[src/readback_pkg.sv]
package readback_pkg;

   // -----------------------------------------------------------------
   // Register map
   // -----------------------------------------------------------------
   localparam logic [7:0] ADDR_IDENTITY_AND_STATUS = 8'h40;
   localparam logic [7:0] ADDR_PIN_LEVEL_READBACK  = 8'h41;
   localparam logic [7:0] ADDR_RATIO_BYTE0         = 8'h42;
   localparam logic [7:0] ADDR_RATIO_BYTE3         = 8'h45;
   localparam logic [7:0] ADDR_STATUS_BYTE0        = 8'h46;
   localparam logic [7:0] ADDR_STATUS_BYTE23       = 8'h5D;

   // -----------------------------------------------------------------
   // Field layouts and reset values
   // -----------------------------------------------------------------
   localparam int         PART_ID_WIDTH   = 6;
   localparam int         PIN_COUNT       = 4;
   localparam int         RATIO_WIDTH     = 32;
   localparam int         STATUS_WIDTH    = 192;
   localparam logic [3:0] PIN_UPPER_ZERO  = 4'h0;
   localparam logic [31:0] RATIO_RESET    = 32'h0000_0000;
   localparam logic [191:0] STATUS_RESET  = 192'h0;
   localparam logic [7:0] UNMAPPED_BYTE   = 8'h00;

   // -----------------------------------------------------------------
   // Serial control bus framing
   // -----------------------------------------------------------------
   localparam logic [3:0] BITS_PER_BYTE   = 4'h8;
   localparam logic [6:0] DEFAULT_BUS_ADDR = 7'h48;

   typedef enum logic [8:0] {
      ST_IDLE      = 9'b000000001,
      ST_ADDR      = 9'b000000010,
      ST_ADDR_ACK  = 9'b000000100,
      ST_PTR       = 9'b000001000,
      ST_PTR_ACK   = 9'b000010000,
      ST_WDATA     = 9'b000100000,
      ST_WDATA_ACK = 9'b001000000,
      ST_RDATA     = 9'b010000000,
      ST_RDATA_ACK = 9'b100000000
   } bus_state_e;

endpackage

[src/level_sync.sv]
`timescale 1ns/1ns
`default_nettype none

module level_sync
   import readback_pkg::*;
#(
   parameter int          WIDTH = 1,
   parameter logic [WIDTH-1:0] RESET_VAL = '0
) (
   input  wire logic             i_ref_clk,
   input  wire logic             i_rst,
   input  wire logic [WIDTH-1:0] i_async,
   output logic      [WIDTH-1:0] o_sync
);

   logic [WIDTH-1:0] meta_q;
   logic [WIDTH-1:0] sync_q;

   // -----------------------------------------------------------------
   // Two-stage synchroniser; first stage feeds only the second
   // -----------------------------------------------------------------
   always_ff @(posedge i_ref_clk or posedge i_rst) begin
      if (i_rst) begin
         meta_q <= RESET_VAL;
         sync_q <= RESET_VAL;
      end else begin
         meta_q <= i_async;
         sync_q <= meta_q;
      end
   end

   assign o_sync = sync_q;

endmodule

`default_nettype wire

[src/status_readback_regs.sv]
// Operation
// Identity register bits 7:2 always return the same fixed part identifier.
// Bit 1 shows the automute condition, one while active.
// In slave timing, bit 0 is high only while the rate loop is locked.
// Bit 0 forced high as timing master or fixed-ratio or oscillator mode.
// Pin readback bits 3:0 show pins four..one, upper four bits zero.
// Clock ratio word presents sample-to-master clock ratio, zero after reset.
// Reading ratio low byte snapshots all 32 bits for upper byte reads.
// Host reads ratio low byte first, then the three upper bytes.
// Host computes sample rate as ratio times master clock over 2^32.
// 192-bit input status field, zero after reset, channel-status or user bits.
// Readback registers are read-only; writes change nothing.
// Mute and lock flags are live, not sticky; reads alter nothing.
`timescale 1ns/1ns
`default_nettype none

module status_readback_regs
   import readback_pkg::*;
#(
   // Arbitrary neutral identifier value
   parameter logic [PART_ID_WIDTH-1:0] PART_IDENTIFIER = 6'h11,
   parameter logic [6:0]               BUS_ADDR        = DEFAULT_BUS_ADDR
) (
   input  wire logic                    i_ref_clk,
   input  wire logic                    i_rst,
   // Serial control bus pins
   input  wire logic                    i_scl,
   input  wire logic                    i_sda_i,
   output logic                         o_sda_o,
   output logic                         o_sda_oe,
   // Live conditions from the audio datapath
   input  wire logic                    i_silence_mute_flag,
   input  wire logic                    i_rate_loop_locked,
   input  wire logic                    i_timing_master,
   input  wire logic                    i_fixed_ratio_clock_mode,
   input  wire logic                    i_oscillator_rate_mode,
   input  wire logic [RATIO_WIDTH-1:0]  i_clock_ratio_word,
   input  wire logic [STATUS_WIDTH-1:0] i_digital_input_status_bits,
   // General-purpose pins, asynchronous
   input  wire logic [PIN_COUNT-1:0]    i_pin_level
);

   // -----------------------------------------------------------------
   // Declarations
   // -----------------------------------------------------------------
   logic                    scl_s;
   logic                    sda_s;
   logic [PIN_COUNT-1:0]    pin_s;
   logic                    scl_prev_q;
   logic                    sda_prev_q;
   bus_state_e              state_q;
   logic [3:0]              cnt_q;
   logic [7:0]              rx_q;
   logic [7:0]              tx_q;
   logic [7:0]              ptr_q;
   logic                    rw_q;
   logic                    nack_q;
   logic                    oe_q;
   logic [RATIO_WIDTH-1:0]  ratio_q;
   logic [RATIO_WIDTH-1:0]  ratio_hold_q;
   logic [STATUS_WIDTH-1:0] status_q;

   wire scl_rise;
   wire scl_fall;
   wire bus_start;
   wire bus_stop;
   wire byte_done;
   wire addr_match;
   wire receiving;
   wire load_read;
   wire ptr_advance;
   wire rate_lock_flag;
   wire [7:0] identity_byte;
   wire [7:0] pin_byte;
   wire [7:0] ratio_byte;
   wire [7:0] status_byte;
   wire [7:0] read_byte;
   wire [1:0] ratio_idx;
   wire [7:0] status_off;
   wire [4:0] status_idx;
   wire in_ratio;
   wire in_status;

   // -----------------------------------------------------------------
   // Pin synchronisers
   // -----------------------------------------------------------------
   level_sync #(
      .WIDTH     (2),
      .RESET_VAL (2'h3)
   ) u_bus_sync (
      .i_ref_clk (i_ref_clk),
      .i_rst     (i_rst),
      .i_async   ({i_scl, i_sda_i}),
      .o_sync    ({scl_s, sda_s})
   );

   level_sync #(
      .WIDTH     (PIN_COUNT),
      .RESET_VAL (4'h0)
   ) u_pin_sync (
      .i_ref_clk (i_ref_clk),
      .i_rst     (i_rst),
      .i_async   (i_pin_level),
      .o_sync    (pin_s)
   );

   // -----------------------------------------------------------------
   // Bus edge and condition detection
   // -----------------------------------------------------------------
   always_ff @(posedge i_ref_clk or posedge i_rst) begin
      if (i_rst) begin
         scl_prev_q <= 1'b1;
         sda_prev_q <= 1'b1;
      end else begin
         scl_prev_q <= scl_s;
         sda_prev_q <= sda_s;
      end
   end

   assign scl_rise  = scl_s & ~scl_prev_q;
   assign scl_fall  = ~scl_s & scl_prev_q;
   assign bus_start = scl_s & scl_prev_q & sda_prev_q & ~sda_s;
   assign bus_stop  = scl_s & scl_prev_q & ~sda_prev_q & sda_s;
   assign byte_done = scl_fall & (cnt_q == BITS_PER_BYTE);
   assign addr_match = (rx_q[7:1] == BUS_ADDR);
   assign receiving = (state_q == ST_ADDR) | (state_q == ST_PTR) |
                      (state_q == ST_WDATA);
   assign load_read = scl_fall &
                      (((state_q == ST_ADDR_ACK) & rw_q) |
                       ((state_q == ST_RDATA_ACK) & ~nack_q));
   assign ptr_advance = byte_done &
                        ((state_q == ST_RDATA) | (state_q == ST_WDATA));

   // -----------------------------------------------------------------
   // Bus sequencer
   // -----------------------------------------------------------------
   always_ff @(posedge i_ref_clk or posedge i_rst) begin
      if (i_rst) begin
         state_q <= ST_IDLE;
      end else if (bus_start) begin
         state_q <= ST_ADDR;
      end else if (bus_stop) begin
         state_q <= ST_IDLE;
      end else if (scl_fall) begin
         unique case (state_q)
            ST_IDLE: begin
               state_q <= ST_IDLE;
            end
            ST_ADDR: begin
               if (byte_done) begin
                  state_q <= addr_match ? ST_ADDR_ACK : ST_IDLE;
               end
            end
            ST_ADDR_ACK: begin
               state_q <= rw_q ? ST_RDATA : ST_PTR;
            end
            ST_PTR: begin
               if (byte_done) begin
                  state_q <= ST_PTR_ACK;
               end
            end
            ST_PTR_ACK: begin
               state_q <= ST_WDATA;
            end
            ST_WDATA: begin
               if (byte_done) begin
                  state_q <= ST_WDATA_ACK;
               end
            end
            ST_WDATA_ACK: begin
               state_q <= ST_WDATA;
            end
            ST_RDATA: begin
               if (byte_done) begin
                  state_q <= ST_RDATA_ACK;
               end
            end
            ST_RDATA_ACK: begin
               state_q <= nack_q ? ST_IDLE : ST_RDATA;
            end
            default: begin
               state_q <= ST_IDLE;
            end
         endcase
      end
   end

   // Bit counter, restarted at every byte boundary
   always_ff @(posedge i_ref_clk or posedge i_rst) begin
      if (i_rst) begin
         cnt_q <= 4'h0;
      end else if (bus_start | (scl_fall & (cnt_q == BITS_PER_BYTE))) begin
         cnt_q <= 4'h0;
      end else if (scl_rise & (receiving | (state_q == ST_RDATA))) begin
         cnt_q <= cnt_q + 4'h1;
      end
   end

   // Receive shifter; data bytes are shifted in and then dropped
   always_ff @(posedge i_ref_clk or posedge i_rst) begin
      if (i_rst) begin
         rx_q <= 8'h00;
      end else if (scl_rise & receiving) begin
         rx_q <= {rx_q[6:0], sda_s};
      end
   end

   always_ff @(posedge i_ref_clk or posedge i_rst) begin
      if (i_rst) begin
         rw_q <= 1'b0;
      end else if (byte_done & (state_q == ST_ADDR)) begin
         rw_q <= rx_q[0];
      end
   end

   always_ff @(posedge i_ref_clk or posedge i_rst) begin
      if (i_rst) begin
         nack_q <= 1'b0;
      end else if (scl_rise & (state_q == ST_RDATA_ACK)) begin
         nack_q <= sda_s;
      end
   end

   // Register pointer: set by the pointer byte, steps after each data byte
   always_ff @(posedge i_ref_clk or posedge i_rst) begin
      if (i_rst) begin
         ptr_q <= 8'h00;
      end else if (byte_done & (state_q == ST_PTR)) begin
         ptr_q <= rx_q;
      end else if (ptr_advance) begin
         ptr_q <= ptr_q + 8'h01;
      end
   end

   // -----------------------------------------------------------------
   // Data line drive, open drain: only ever pulls low
   // -----------------------------------------------------------------
   always_ff @(posedge i_ref_clk or posedge i_rst) begin
      if (i_rst) begin
         tx_q <= 8'h00;
         oe_q <= 1'b0;
      end else if (bus_start | bus_stop) begin
         oe_q <= 1'b0;
      end else if (load_read) begin
         tx_q <= read_byte;
         oe_q <= ~read_byte[7];
      end else if (scl_fall & (state_q == ST_RDATA) & ~byte_done) begin
         tx_q <= {tx_q[6:0], 1'b0};
         oe_q <= ~tx_q[6];
      end else if (byte_done & (state_q != ST_RDATA)) begin
         oe_q <= (state_q != ST_ADDR) | addr_match;
      end else if (scl_fall) begin
         oe_q <= 1'b0;
      end
   end

   assign o_sda_o  = 1'b0;
   assign o_sda_oe = oe_q;

   // -----------------------------------------------------------------
   // Captured datapath values
   // -----------------------------------------------------------------
   always_ff @(posedge i_ref_clk or posedge i_rst) begin
      if (i_rst) begin
         ratio_q <= RATIO_RESET;
      end else begin
         ratio_q <= i_clock_ratio_word;
      end
   end

   always_ff @(posedge i_ref_clk or posedge i_rst) begin
      if (i_rst) begin
         ratio_hold_q <= RATIO_RESET;
      end else if (load_read & (ptr_q == ADDR_RATIO_BYTE0)) begin
         ratio_hold_q <= ratio_q;
      end
   end

   always_ff @(posedge i_ref_clk or posedge i_rst) begin
      if (i_rst) begin
         status_q <= STATUS_RESET;
      end else begin
         status_q <= i_digital_input_status_bits;
      end
   end

   // -----------------------------------------------------------------
   // Read selection; nothing here is writable
   // -----------------------------------------------------------------
   assign rate_lock_flag = i_timing_master | i_fixed_ratio_clock_mode |
                           i_oscillator_rate_mode |
                           i_rate_loop_locked;
   assign identity_byte = {PART_IDENTIFIER,
                           i_silence_mute_flag,
                           rate_lock_flag};
   assign pin_byte      = {PIN_UPPER_ZERO, pin_s};
   assign in_ratio      = (ptr_q >= ADDR_RATIO_BYTE0) &
                          (ptr_q <= ADDR_RATIO_BYTE3);
   assign in_status     = (ptr_q >= ADDR_STATUS_BYTE0) &
                          (ptr_q <= ADDR_STATUS_BYTE23);
   assign ratio_idx     = 2'(ptr_q - ADDR_RATIO_BYTE0);
   assign status_off    = ptr_q - ADDR_STATUS_BYTE0;
   assign status_idx    = status_off[4:0];
   // Low byte is live; upper bytes come from the snapshot
   assign ratio_byte    = (ratio_idx == 2'h0) ? ratio_q[7:0] :
                          ratio_hold_q[8*ratio_idx +: 8];
   assign status_byte   = status_q[8*status_idx +: 8];
   assign read_byte     =
      (ptr_q == ADDR_IDENTITY_AND_STATUS) ? identity_byte :
      (ptr_q == ADDR_PIN_LEVEL_READBACK)  ? pin_byte      :
      in_ratio                            ? ratio_byte    :
      in_status                           ? status_byte   :
                                            UNMAPPED_BYTE;

endmodule

`default_nettype wire

[config.mk]
export PLATFORM = sky130hd
export DESIGN_NAME = status_readback_regs
export DESIGN_NICKNAME = d
export VERILOG_FILES = /design/src/readback_pkg.sv /design/src/level_sync.sv /design/src/status_readback_regs.sv
export SDC_FILE = /design/constraint.sdc
export NUM_CORES = 1
export LEC_CHECK = 0
export BUFFER_PORTS_ARGS = -buffer_cell sky130_fd_sc_hd__buf_2
export CAP_MARGIN = 20
export CORE_ASPECT_RATIO = 1.25
export CORE_MARGIN = 1.5
export CORE_UTILIZATION = 45
export CTS_BUF_LIST = sky130_fd_sc_hd__clkbuf_8
export DETAILED_ROUTE_END_ITERATION = 12
export PLACE_DENSITY = 0.68
export SYNTH_ARGS = -nofsm -noshare
export SYNTH_HDL_FRONTEND = slang
export SYNTH_SLANG_ARGS = --single-unit
[constraint.sdc]
create_clock -name i_ref_clk -period 27.6 [get_ports i_ref_clk]
set_input_delay 2.76 -clock i_ref_clk [delete_from_list [all_inputs] [get_ports i_ref_clk]]
set_output_delay 2.76 -clock i_ref_clk [all_outputs]
set_load 0.03 [all_outputs]
# Word-level counts from Yosys, hierarchy flattened
# Index checks and enable logic that the tools add are counted.
[word_totals]
reg_bits = 309
output_inout_bits = 2
word_cells = 125
[op_classes]
n_addsub = 4
n_lt_le_gt_ge = 4
eq_ne = 19
shifts = 2
muxes = 27
bitwise_logic = 43
n_reduce_logical = 9
[op_table]
columns = ["cell", "count"]
rows = [
  ["192-bit by 9-bit variable part select with 8-bit output", 1],
  ["8-bit two-way mux", 9],
  ["9-bit two-way mux", 7],
  ["9-bit one-hot mux with 7 select lines", 1],
  ["32-bit by 6-bit variable part select with 8-bit output", 1],
  ["8-bit by 7-bit equality test with 1-bit output, second input constant", 3],
  ["1-bit bitwise AND", 23],
  ["8-bit by 7-bit greater-or-equal comparator with 1-bit output, second input constant", 2],
  ["8-bit by 7-bit <= comparator with 1-bit output, second input constant", 2],
  ["4-bit != test, second input constant", 4],
  ["7-bit two-way mux", 2],
  ["1-bit bitwise OR", 11],
  ["9-bit by 2-bit equality test with 1-bit output, second input constant", 1],
  ["9-bit by 3-bit equality test with 1-bit output, second input constant", 1],
  ["9-bit by 4-bit equality test with 1-bit output, second input constant", 1],
  ["9-bit by 5-bit equality test with 1-bit output, second input constant", 1],
  ["9-bit by 6-bit equality test with 1-bit output, second input constant", 1],
  ["9-bit by 7-bit equality test with 1-bit output, second input constant", 1],
  ["9-bit by 8-bit equality test with 1-bit output, second input constant", 1],
  ["9-bit equality test, second input constant", 1],
  ["9-bit by 2-bit != test with 1-bit output, second input constant", 1],
  ["9-bit by 8-bit != test with 1-bit output, second input constant", 1],
  ["1-bit NOT", 9],
  ["8-bit by 1-bit adder with 8-bit output, second input constant", 1],
  ["other kinds (15)", 22],
]

# Logic depth before layout (Yosys ltp)
[depth]
depth_word = 9
mapped_depth = 13
depth_no_buf = 8

# By module
# A second synthesis with hierarchy kept.
[unflattened]
cells_unflattened = 748
area_unflattened_um2 = 11649.9
[modules_own_cells]
columns = ["module", "n_inst", "cells_per_inst", "area_each_um2"]
rows = [
  ["status_readback_regs", 1, 734, 11337.1],
  ["level_sync (u_pin_sync)", 1, 9, 203.9],
  ["level_sync (u_bus_sync)", 1, 5, 108.9],
]

# Worst setup path after synthesis
# OpenSTA, ideal clock, no wires.
[synth_path]
path_kind = "input -> register"
from = "input port i_fixed_ratio_clock_mode"
to = "register tx_q[0]"
arrival_time_ns = 3.419
required_time_ns = 27.481
path_slack_ns = 24.062
stages = 6
path_buffers = 0
cell_sequence = "nor4_1 > nand2_1 > o21ai_0 > a211o_1 > o21ai_0 > o21a_1"
[synth_between]
elab_chain_len = 5
[synth_lines]
columns = ["item", "line_no", "rtl"]
rows = [
  ["start, declared", "status_readback_regs.sv:35", "input wire logic i_fixed_ratio_clock_mode,"],
  ["1-bit bitwise OR (2 in a row)", "status_readback_regs.sv:290", "assign rate_lock_flag = i_timing_master | i_fixed_ratio_clock_mode |"],
  ["1-bit bitwise OR", "status_readback_regs.sv:291", "i_oscillator_rate_mode |"],
  ["8-bit two-way mux", "status_readback_regs.sv:309", "(ptr_q == ADDR_IDENTITY_AND_STATUS) ? identity_byte :"],
  ["7-bit two-way mux", "status_readback_regs.sv:244", "end else if (load_read) begin"],
  ["end signal, assigned", "status_readback_regs.sv:245", "tx_q <= read_byte;"],
  ["end signal, assigned", "status_readback_regs.sv:248", "tx_q <= {tx_q[6:0], 1'b0};"],
  ["end, declared", "status_readback_regs.sv:54", "logic [7:0] tx_q;"],
]
# No other way between the ends.
# A chain may end at the register's enable or synchronous reset.

==> results.txt <==
clk sinks -> 309
via count -> 7,191
largest net degree at the start of global routing -> 153
combinational power share -> 0.044
die height -> 183 µm
final hold violation count -> 0
Final nets -> 1,239
NetSw -> 0.192 mW
cell family with most CP delay -> buffers and inverters
worst path buffer plus inverter count -> 4
Post-synth EDFFs -> 0
Clk pin slew, worst setup/hold paths -> 60 ps
Clk pwr share -> 0.410
GRT Resource Usage Total -> 0.202
flops & latches, synth -> 309
clk root buf -> clkbuf_8
drt total wl -> 26,500 µm
leading area contributor after synthesis -> dfrtp_1
min cycle time layout -> 4020 ps
Area Overhead vs Synth -> 20.8%
Crit Path Category -> in2async
global-route wire length before repair -> 41,200 µm
IO Pins -> 239
die area -> 26,800 µm²
reg2reg start -> ptr_q[1]$_DFFE_PP0P_
Crit Path Max Fanout -> 138
worst r2r path cells -> 7
HP Start -> u_pin_sync.meta_q[3]$_DFF_PP0_
setup ws final -> 23,580 ps
CP startpoint -> i_rst
Peak VDD IR -> 46.8 µV
Cells after Synth -> 741
internal power -> 0.685 mW
most frequent cells in the layout -> dfrtp_1, buf_2, mux4_2, clkbuf_8, mux2_2
Critical Path Slowest Stage Cell -> buf_4
Final HPWL DP -> 18,700 µm
Num CTS Buffers -> 47
site row count -> 65
end of the worst hold path -> u_pin_sync.o_sync[3]$_DFF_PP0_
DRT Pass-1 Iters -> 4
post-synthesis cell type count -> 67
GRT overflow -> 0
Hold WS -> 350 ps
# resized after CTS -> 0
Wirelength per Cell -> 19.4 µm
max cap viols -> 0
crit-path max cell delay -> 850 ps
via count of the first global-routing pass -> 7,668
Max clock buf depth -> 3
Critical Path, Cell by Cell -> buf_2 -> inv_8 -> buf_16 -> buf_4
max-slew violations -> 0
syn nets -> 986
Post-Place Worst Slack -> 22,780 ps
final worst path period share -> 0.146
post-synthesis sequential area ratio -> 0.665
synth top area cells -> dfrtp_1, mux4_2, mux2_2, mux2i_1, dfstp_2
ys flop type -> dfrtp_1
Flop pwr share -> 0.546
Mapped Avg Cell Area -> 15.7 µm²
Vias/cell -> 5.28
Peak Freq -> 0.249 GHz
Sw Ratio -> 0.219
Reg2Reg Setup Slack -> 23,910 ps
initial antenna violation count -> 6
leading cell type in the layout, fill and taps excluded -> dfrtp_1
# hold bufs at CTS -> 0
Fill cells -> 2,034
setup TNS -> 0 ps
Chip Width -> 147 µm
RD Place Congestion -> 0.840
clock latency on the worst-skew pair -> 560 ps
DR iter-0 viols -> 380
Post-DRT Antenna Nets -> 0
H-tree levels -> 2
final setup fails -> 0
DRC -> 0
Setup Skew -> 16.2 ps
unrepaired setup endpoints after global routing -> false
status -> complete, no violations
layout cell share with drive strength beyond 1 -> 0.424
PortBufs -> 237
LEAKAGE -> 6.42 nW
Worst slew margin -> 0.258
yosys warns -> 0
Power Density -> 62.3 nW/µm²
core area -> 25,300 µm²
startpoint types -> input port
r2r endpoint -> tx_q[3]$_DFFE_PP0P_
min-delay worst type -> reg2reg
Mapped Area -> 11,600 µm²
Req. time, crit path -> 28,030 ps
endpoint class of the critical path -> asynchronous set/reset pin
worst-margin pin slew -> 1110 ps
hold depth -> 0
asr flop ratio synth -> 1.00
CTS tree -> built
Synth top area share -> 0.650
Post-CTS Setup Inserts -> 0
worst path arrival time -> 4450 ps
Initial Utilization -> 0.460
==> flip-flops by register name, indices dropped and copies added, names as in the netlist, 2 cells and up <==
name	cells
u_bus_sync.o_sync	2
state_q	9
ptr_q	8
rx_q	8
u_pin_sync.meta_q	4
ratio_q	32
tx_q	7
cnt_q	4
status_q	192
u_bus_sync.meta_q	2
u_pin_sync.o_sync	4
ratio_hold_q	32
==> final cells by class <==
cell class	instances	area, µm²	share of cell area
flip-flops and latches	309	7750	0.551
multi-input cells	383	3680	0.262
clock buffers	56	771	0.0548
well taps	335	419	0.0298
diodes	4	10.0	0.000712
repair buffers	243	1250	0.0890
clock inverters	23	138	0.00979
inverters	10	45.0	0.00320
==> routing by layer <==
metal  global-route usage  share of wire  vias up
met2                0.364           0.55      240
met1                0.237           0.37     3647
li1                     -              -     3246
met4               0.0695          0.024        4
met5                    0         0.0012        -
met3               0.0433          0.056       54
==> worst reg2reg max path, cell delays in order (launching register included) <==
cell	delay, ps
dfrtp_2	340
buf_4	700
ha_1	1050
nor2b_1	570
a221oi_1	180
a221oi_1	430
a21oi_1	130
o31ai_1	210
==> cell usage after synthesis (3+ instances only) <==
cell / count
a211o_1: 3
a211oi_1: 5
a211oi_2: 3
a21o_1: 4
a21oi_1: 26
a221oi_1: 6
a2bb2oi_1: 3
a31oi_1: 5
and2_1: 3
buf_2: 16
clkbuf_1: 19
dfrtp_1: 302
dfstp_2: 7
ha_1: 8
inv_1: 10
mux2_2: 48
mux2i_1: 25
mux4_2: 56
nand2_1: 28
nand2b_1: 11
nand3_1: 10
nand3b_1: 5
nand4_1: 5
nor2_1: 21
nor2b_1: 4
nor3_1: 14
nor4_1: 5
o21ai_0: 25
o22ai_1: 4
o31a_1: 3
or4_1: 5
xnor2_1: 4
==> power by group through the flow <==
stage | combinational, mW | clock, mW | sequential [mW]
floorplan | 0.0169 | 0 | 0.484
global placement | 0.0387 | 0 | 0.486
detailed placement | 0.0392 | 0 | 0.487
CTS | 0.0393 | 0.371 | 0.479
global route | 0.0433 | 0.390 | 0.480
finish | 0.0387 | 0.359 | 0.479
==> kinds of logic (layout without fill, tap and decap cells) <==
| group | count (synthesis) | count (layout) | synth area share |
|---|---|---|---|
| flops | 309 | 309 | 0.665 |
| simple gates | 130 | 130 | 0.0628 |
| mux | 129 | 129 | 0.176 |
| compound gates | 109 | 109 | 0.0636 |
| buf+inv | 49 | 332 | 0.0185 |
| fa+ha+maj | 8 | 8 | 0.00860 |
| xor+xnor | 6 | 6 | 0.00452 |
| other cells | 1 | 5 | 0.000322 |
==> worst max path at each step <==
stage | endpoint | cells past startpoint
floorplan | cnt_q[0]$_DFFE_PP0P_ | 1
global placement | ptr_q[0]$_DFFE_PP0P_ | 3
detailed placement | ptr_q[0]$_DFFE_PP0P_ | 3
CTS | ptr_q[0]$_DFFE_PP0P_ | 3
global route | ptr_q[0]$_DFFE_PP0P_ | 4
finish | ptr_q[0]$_DFFE_PP0P_ | 4
==> per-stage QoR <==
| stage | utilization | total power [mW] | std cells | area, µm² |
|---|---|---|---|---|
| final | 0.556 | 0.876 | 1363 | 14100 |
| after global placement | 0.518 | 0.525 | 1279 | 13100 |
| after detailed placement | 0.518 | 0.526 | 1279 | 13100 |
| after floorplan | - | 0.501 | 741 | 11600 |
| after CTS | 0.554 | 0.889 | 1358 | 14000 |
| after global routing | 0.556 | 0.913 | 1362 | 14100 |
(Power assumes the default switching activity.)
